[config.mk]
export PLATFORM = sky130hd
export DESIGN_NAME = bsc_regs
export DESIGN_NICKNAME = d
export VERILOG_FILES = /design/src/bsc_pkg.sv /design/src/bsc_regs.sv
export VERILOG_INCLUDE_DIRS = /design/src
export SDC_FILE = /design/constraint.sdc
export NUM_CORES = 1
export LEC_CHECK = 0
export ABC_AREA = 1
export CAP_MARGIN = 20
export CORE_UTILIZATION = 50
export CTS_CLUSTER_SIZE = 40
export DETAILED_ROUTE_END_ITERATION = 10
export DONT_BUFFER_PORTS = 1
export MAX_ROUTING_LAYER = met4
export PLACE_DENSITY = 0.71
export SETUP_SLACK_MARGIN = 0.15
export SKIP_CTS_REPAIR_TIMING = 1
export SLEW_MARGIN = 30
export SYNTH_ARGS = -nofsm -noshare
export SYNTH_HDL_FRONTEND = slang
export SYNTH_SLANG_ARGS = --single-unit
export TNS_END_PERCENT = 20
[constraint.sdc]
create_clock -name aclk -period 2.2 [get_ports aclk]
set_input_delay 0.11 -clock aclk [delete_from_list [all_inputs] [get_ports aclk]]
set_output_delay 0.11 -clock aclk [all_outputs]
set_load 0.02 [all_outputs]
[src/bsc_cfg.svh]
`ifndef BSC_CFG_SVH
`define BSC_CFG_SVH
// Register indices and byte addresses
`define BSC_IDX_TDM 8'h57
`define BSC_IDX_3D 8'h58
`define BSC_IDX_SKEW 8'h59
`define BSC_IDX_LINK 8'h5a
`define BSC_IDX_MODE 8'h5b
`define BSC_ADDR_TDM 12'h15c
`define BSC_ADDR_3D 12'h160
`define BSC_ADDR_SKEW 12'h164
`define BSC_ADDR_LINK 12'h168
`define BSC_ADDR_MODE 12'h16c
// Reset values
`define BSC_TDM_RST 8'h0a
`define BSC_SKEW_RST 4'h0
`define BSC_MODE_RST 8'h00
// Field positions
`define BSC_TDM_POL_BIT 3
`define BSC_TDM_DLY_BIT 2
`define BSC_3D_OV_BIT 2
`define BSC_3D_VID_BIT 1
`define BSC_3D_MIS_BIT 0
// Line length limits
`define BSC_ALT_LINE_LIMIT 14'd4096
`define BSC_LR_LINE_LIMIT 14'd8192
`endif

[src/bsc_pkg.sv]
package bsc_pkg;
	typedef enum logic [1:0] {
		BSC_FS_HALF = 2'h0,
		BSC_FS_SLOT = 2'h1,
		BSC_FS_BIT = 2'h2,
		BSC_FS_BIT2 = 2'h3
	} bsc_fs_width_t;
	typedef enum logic [1:0] {
		BSC_3D_OFF = 2'h0,
		BSC_3D_ALT_LINE = 2'h1,
		BSC_3D_LEFT_RIGHT = 2'h2,
		BSC_3D_ALT_PIXEL = 2'h3
	} bsc_3d_mode_t;
	typedef enum logic [2:0] {
		BSC_WR_IDLE = 3'b001,
		BSC_WR_RESP = 3'b010,
		BSC_WR_SPARE = 3'b100
	} bsc_wr_state_t;
endpackage

[src/bsc_regs.sv]
// Our own choice: the AXI4-Lite register port.
`timescale 1ns/1ps
`include "bsc_cfg.svh"
// Summary of operation
// - Frame-sync polarity bit, 1 active low, reset 1
// - Data delay bit adds one bit period
// - Width field: half duty, slot, one bit
// - Alternate-line mode overflows at 4096 pixels
// - Left/right, alternate-pixel overflow at 8192 pixels
// - Stereo error flags clear on status read
// - Video fault flag set on processing fault
// - Alternate-line odd/even length mismatch sets flag
// - Left/right mismatch when line not twice size
// - Bits 7-6 delay second port input
// - Bits 5-4 delay first port input
// - Dual status needs both active, measurable skew
// - Skew sign 1 when second port leads
// - Skew magnitude read-only in pixel clocks
// - Link ready after downstream found and probed
// - Transmit active needs video, lock, mode
// - Port mode field valid while transmitting
// - Clock detect mirrors selected port indication
// - Per-port bits follow the selected port
// - Clock-mode field selects port in independent mode
module bsc_regs (
	input wire logic aclk,
	input wire logic aresetn,
	input wire logic [11:0] s_axi_awaddr,
	input wire logic s_axi_awvalid,
	output logic s_axi_awready,
	input wire logic [31:0] s_axi_wdata,
	input wire logic [3:0] s_axi_wstrb,
	input wire logic s_axi_wvalid,
	output logic s_axi_wready,
	output logic [1:0] s_axi_bresp,
	output logic s_axi_bvalid,
	input wire logic s_axi_bready,
	input wire logic [11:0] s_axi_araddr,
	input wire logic s_axi_arvalid,
	output logic s_axi_arready,
	output logic [31:0] s_axi_rdata,
	output logic [1:0] s_axi_rresp,
	output logic s_axi_rvalid,
	input wire logic s_axi_rready,
	input wire logic independent_mode,
	input wire bsc_pkg::bsc_3d_mode_t stereo_mode,
	input wire logic [13:0] image_line_size,
	input wire logic line_end,
	input wire logic [13:0] line_length,
	input wire logic line_odd,
	input wire logic stereo_video_fault_evt,
	input wire logic first_port_active,
	input wire logic second_port_active,
	input wire logic skew_in_range,
	input wire logic skew_second_leads,
	input wire logic [1:0] skew_count,
	input wire logic [1:0] serial_link_ready_in,
	input wire logic [1:0] video_input_valid,
	input wire logic [1:0] tx_active_in,
	input wire logic [1:0] rx_locked_in,
	input wire logic [1:0] mode_entered_in,
	input wire logic [1:0] serial_port_mode_in,
	input wire logic [1:0] input_clock_detected_in,
	output logic frame_sync_polarity,
	output logic tdm_data_delay,
	output bsc_pkg::bsc_fs_width_t frame_sync_pulse_width,
	output logic [1:0] second_port_input_delay,
	output logic [1:0] first_port_input_delay,
	output logic [1:0] bridge_clock_mode,
	output logic selected_port
);
	import bsc_pkg::*;

	//----------------------------------------
	// Storage
	//----------------------------------------
	logic [3:0] tdm_q;
	logic [2:0] err_q;
	logic [2:0] err_d;
	logic [3:0] dly_q;
	logic [1:0] mode_q;
	logic [13:0] prev_len_q;
	logic prev_valid_q;
	logic [11:0] awaddr_q;
	logic aw_held_q;
	logic [31:0] wdata_q;
	logic [3:0] wstrb_q;
	logic w_held_q;
	bsc_wr_state_t wr_state_q;
	logic do_write;
	logic rd_take;
	logic [7:0] rd_byte;
	logic rd_hit;
	logic sel;
	logic [13:0] limit;
	logic ov_evt;
	logic mis_evt;

	// Decode a byte address to a known register
	function automatic logic addr_known(input logic [11:0] a);
		addr_known = (a == `BSC_ADDR_TDM) || (a == `BSC_ADDR_3D) || (a == `BSC_ADDR_SKEW) ||
			(a == `BSC_ADDR_LINK) || (a == `BSC_ADDR_MODE);
	endfunction

	//----------------------------------------
	// Write channel
	//----------------------------------------
	assign s_axi_awready = !aw_held_q && (wr_state_q == BSC_WR_IDLE);
	assign s_axi_wready = !w_held_q && (wr_state_q == BSC_WR_IDLE);
	assign do_write = aw_held_q && w_held_q && (wr_state_q == BSC_WR_IDLE);
	assign s_axi_bresp = 2'h0;
	assign s_axi_bvalid = (wr_state_q == BSC_WR_RESP);

	// Capture address and data in either order
	always_ff @(posedge aclk) begin
		if (!aresetn) begin
			aw_held_q <= 1'b0;
			awaddr_q <= 12'h000;
			w_held_q <= 1'b0;
			wdata_q <= 32'h0000_0000;
			wstrb_q <= 4'h0;
		end else begin
			if (s_axi_awvalid && s_axi_awready) begin
				aw_held_q <= 1'b1;
				awaddr_q <= s_axi_awaddr;
			end else if (do_write) begin
				aw_held_q <= 1'b0;
			end
			if (s_axi_wvalid && s_axi_wready) begin
				w_held_q <= 1'b1;
				wdata_q <= s_axi_wdata;
				wstrb_q <= s_axi_wstrb;
			end else if (do_write) begin
				w_held_q <= 1'b0;
			end
		end
	end

	// Write response sequencing
	always_ff @(posedge aclk) begin
		if (!aresetn) begin
			wr_state_q <= BSC_WR_IDLE;
		end else begin
			case (wr_state_q)
				BSC_WR_IDLE: begin
					if (do_write) begin
						wr_state_q <= BSC_WR_RESP;
					end
				end
				BSC_WR_RESP: begin
					if (s_axi_bready) begin
						wr_state_q <= BSC_WR_IDLE;
					end
				end
				default: begin
					wr_state_q <= BSC_WR_IDLE;
				end
			endcase
		end
	end

	//----------------------------------------
	// Control registers
	//----------------------------------------
	// Writable fields, low byte lane only, upper bits dropped
	always_ff @(posedge aclk) begin
		if (!aresetn) begin
			tdm_q <= 4'(`BSC_TDM_RST);
			dly_q <= `BSC_SKEW_RST;
			mode_q <= 2'(`BSC_MODE_RST);
		end else if (do_write && wstrb_q[0]) begin
			if (awaddr_q == `BSC_ADDR_TDM) begin
				tdm_q <= wdata_q[3:0];
			end
			if (awaddr_q == `BSC_ADDR_SKEW) begin
				dly_q <= wdata_q[7:4];
			end
			if (awaddr_q == `BSC_ADDR_MODE) begin
				mode_q <= wdata_q[1:0];
			end
		end
	end

	assign frame_sync_polarity = tdm_q[`BSC_TDM_POL_BIT];
	assign tdm_data_delay = tdm_q[`BSC_TDM_DLY_BIT];
	assign frame_sync_pulse_width = bsc_fs_width_t'(tdm_q[1:0]);
	assign second_port_input_delay = dly_q[3:2];
	assign first_port_input_delay = dly_q[1:0];
	assign bridge_clock_mode = mode_q;
	assign selected_port = independent_mode & mode_q[0];

	//----------------------------------------
	// Stereo line checks
	//----------------------------------------
	always_comb begin
		limit = (stereo_mode == BSC_3D_ALT_LINE) ? `BSC_ALT_LINE_LIMIT : `BSC_LR_LINE_LIMIT;
		ov_evt = line_end && (stereo_mode != BSC_3D_OFF) && ({1'b0, line_length} >= {1'b0, limit});
		mis_evt = 1'b0;
		if (line_end && stereo_mode == BSC_3D_ALT_LINE && line_odd == 1'b0 && prev_valid_q) begin
			mis_evt = (line_length != prev_len_q);
		end
		if (line_end && stereo_mode == BSC_3D_LEFT_RIGHT) begin
			mis_evt = (line_length != {image_line_size[12:0], 1'b0});
		end
	end

	// Remember odd line length for pairing with even line
	always_ff @(posedge aclk) begin
		if (!aresetn) begin
			prev_len_q <= 14'h0000;
			prev_valid_q <= 1'b0;
		end else if (line_end) begin
			prev_len_q <= line_length;
			prev_valid_q <= line_odd;
		end
	end

	// Sticky flags, set wins over read clear
	always_comb begin
		err_d = err_q;
		if (rd_take && s_axi_araddr == `BSC_ADDR_3D) begin
			err_d = 3'h0;
		end
		if (ov_evt) begin
			err_d[`BSC_3D_OV_BIT] = 1'b1;
		end
		if (stereo_video_fault_evt) begin
			err_d[`BSC_3D_VID_BIT] = 1'b1;
		end
		if (mis_evt) begin
			err_d[`BSC_3D_MIS_BIT] = 1'b1;
		end
	end

	always_ff @(posedge aclk) begin
		if (!aresetn) begin
			err_q <= 3'h0;
		end else begin
			err_q <= err_d;
		end
	end

	//----------------------------------------
	// Read channel
	//----------------------------------------
	assign rd_take = s_axi_arvalid && s_axi_arready;
	assign s_axi_arready = !s_axi_rvalid;
	assign sel = independent_mode & mode_q[0];

	// Assemble read data
	always_comb begin
		rd_byte = 8'h00;
		rd_hit = addr_known(s_axi_araddr);
		case (s_axi_araddr)
			`BSC_ADDR_TDM: rd_byte = {4'h0, tdm_q};
			`BSC_ADDR_3D: rd_byte = {5'h00, err_q};
			`BSC_ADDR_SKEW: begin
				rd_byte = {dly_q, (first_port_active && second_port_active && skew_in_range),
					skew_second_leads, skew_count};
			end
			`BSC_ADDR_LINK: begin
				rd_byte[7] = serial_link_ready_in[sel];
				rd_byte[6] = video_input_valid[sel] && tx_active_in[sel] && rx_locked_in[sel] &&
					mode_entered_in[sel];
				rd_byte[5:4] = rd_byte[6] ? serial_port_mode_in : 2'h0;
				rd_byte[3] = input_clock_detected_in[sel];
			end
			`BSC_ADDR_MODE: rd_byte = {6'h00, mode_q};
			default: rd_byte = 8'h00;
		endcase
	end

	always_ff @(posedge aclk) begin
		if (!aresetn) begin
			s_axi_rvalid <= 1'b0;
			s_axi_rdata <= 32'h0000_0000;
			s_axi_rresp <= 2'h0;
		end else if (rd_take) begin
			s_axi_rvalid <= 1'b1;
			s_axi_rdata <= {24'h000000, rd_byte};
			s_axi_rresp <= rd_hit ? 2'h0 : 2'h2;
		end else if (s_axi_rready) begin
			s_axi_rvalid <= 1'b0;
		end
	end
endmodule

==> key figures <==
Run status
  • Status: complete, but fails checks
  • Failing checks: hold timing

Clock network
  • H-tree depth: 3
  • Clock-pin transition on the worst setup and hold timing paths: 70 ps
  • Clk Latency, worst-skew pair: 340 ps
  • CTS Buffer Depth: 2
  • CTS Buf Count: 9
  • CTS tree: yes
  • CTS sink cnt: 63
  • Root Buffer: clkbuf_8

Synthesis
  • Syn_area_per_cell: 6.45 µm²
  • Post-synth EDFFs: 0
  • Synth Register Bits: 63
  • Async SR Flop Fraction: 0
  • Post-synthesis sequential area ratio: 0.357
  • Number of distinct library cells after synthesis: 32
  • Post-synthesis cell count: 548
  • Yosys warns: 0
  • Most common flop cell mapped by yosys: dfxtp_1
  • Syn Std Cell Area: 0.00353 mm²

Power and ir drop
  • Pwr Density: 627 mW/mm²
  • Peak supply drop: 0.439 mV
  • Tot Pwr: 2.47 mW
  • Static leakage: 1.85 nW

STA
  • Final setup margin: 382 ps
  • Relative slew slack: 0.491
  • Max Freq: 550 MHz
  • # setup viols final: 0
  • Clock Skew: 6.12 ps
  • Max-slew violation count: 0
  • Worst-margin pin slew: 760 ps
  • Setup TNS Final: 0 ps
  • Tcrit/Tclk final: 0.826
  • Final hold vios: 16
  • RSZ-0062 raised after global routing: no
  • Worst Hold Slack: -24.0 ps
  • Final Critical Period: 1820 ps

Route
  • Number of vias per cell: 4.84
  • Drt drc: 0
  • Wire length per cell: 11.8 µm
  • DRT iter0 DRCs: 165
  • Final wirelength: 7.94 mm
  • Vias: 3259
  • DRT antenna net count: 0
  • Initial DRT Pass Iterations: 4

Cells and area
  • Most common cell after layout, fill and taps aside: nand2_1
  • Area Growth Syn to Fin: 11.6%
  • Nets: 695
  • Layout Cells excl Fill: 674
  • Share of layout cells above drive strength 1: 0.0572
  • Most frequent cells in the layout: 142 x nand2_1, 75 x inv_1, 69 x nor2_1
  • Fillers: 661

Placed design
  • Dpl cells: 630
  • Placement Setup Slack: 401 ps
  • Port bufs: 0
  • DPL Wire Length: 5.60 mm
  • Global placement routability congestion: 0.835

Setup path
  • Critical path startpoint category: flip-flop
  • Worst Reg-to-Reg Cells: 6
  • Worst Path Required: 2420 ps
  • CP Max Fanout: 21
  • CP arrival: 2040 ps
  • Worst setup EP type: flip-flop
  • WS Path Type: reg -> reg

Job
  • MaxCap Viol Count: 0

Global routing
  • Initial antenna violation count: 1
  • Vias in the first global route: 2702
  • Total GRT Usage: 0.209
  • First-pass GRT wire length: 11.8 mm
  • Largest net degree at the start of global routing: 47
  • Grt ovf: 0

Die
  • Core box area: 0.00679 mm²
  • Die Ht: 86.1 µm
  • Std-Cell Rows: 30
  • Io pins: 173
  • Die Width: 86.1 µm
  • Starting Density: 0.520
  • Die area: 0.00741 mm²

Hold path
  • Hold Path Depth: 2
  • Hold Path Class: in -> reg
[synth_stat cells, types with 3 or more instances]
cell	number	area, µm²
nand3_1	28	140
o21ai_0	45	225
nor2_1	69	259
nand2_1	142	533
nand4_1	7	43.8
clkbuf_1	8	30.0
a21oi_1	42	210
buf_2	3	15.0
inv_1	75	282
nor2_4	3	33.8
o21a_1	5	37.5
dfxtp_1	63	1260
xnor2_1	3	26.3
buf_4	28	210
[worst paths after layout]
kind / start / end / slack (ps)
setup / recovery: wr_state_q[1] / awaddr_q[8] / 380
hold / removal: line_end / prev_len_q[1] / -20
setup reg to reg: wr_state_q[1] / awaddr_q[8] / 380
hold reg to reg: prev_valid_q / prev_valid_q / 450
[state kept, by name (all words and copies together) (netlist names)]
| name | count |
|---|---|
| w_held_q | 1 |
| tdm_q | 4 |
| dly_q | 4 |
| wr_state_q | 2 |
| err_q | 3 |
| s_axi_rvalid | 1 |
| awaddr_q | 12 |
| prev_len_q | 14 |
| aw_held_q | 1 |
| s_axi_rdata | 8 |
| wstrb_q | 1 |
| prev_valid_q | 1 |
| bridge_clock_mode | 2 |
| wdata_q | 8 |
| s_axi_rresp | 1 |
[per-layer routing]
layer,global-route usage,wire [µm]
met3,0.0423,465
met1,0.247,3550
met4,0.0909,99
met2,0.343,3830
met5,-,0
[where the power goes]
group / switching, mW / internal, mW / total [mW]
Combinational: 0.241 / 0.134 / 0.375
Clock: 0.444 / 0.402 / 0.845
Sequential: 0.0424 / 1.21 / 1.25
Total: 0.727 / 1.75 / 2.47
[critical path: stages (launching register included)]
cell     delay [ps]
dfxtp_1         300
inv_1           120
nand2_1          80
nor2_1          340
nand2_1         450
o21ai_0         350
nor2_1           60
[cells by family after synthesis]
group	after synthesis	synth area share
AND/OR/NAND/NOR	262	0.322
buffers and inverters	118	0.156
AO/OA/AOI/OAI	97	0.144
flip-flops	63	0.357
XOR/XNOR	4	0.00991
adder cells (fa/ha/maj)	2	0.00708
other	1	0.00106
multiplexers	1	0.00283
[through the flow]
stage	utilization	area [µm²]
4_1_cts	0.539	3660
3_5_place_dp	0.515	3500
2_1_floorplan	-	3630
6_report	0.581	3950
5_1_grt	0.581	3950
3_3_place_gp	0.515	3500
[area by class of cell]
cell class                 instances  area, µm²  area share
sequential                        63       1260       0.320
timing repair buffer              28        288      0.0729
clock inverter                     6       37.5     0.00951
tap                               96        120      0.0304
clock buffer                      10        128      0.0324
inverter                          77        289      0.0733
multi-input combinational        393       1820       0.461
antenna                            1       2.50    0.000634
Note: power is estimated with default switching activity, not from simulation.
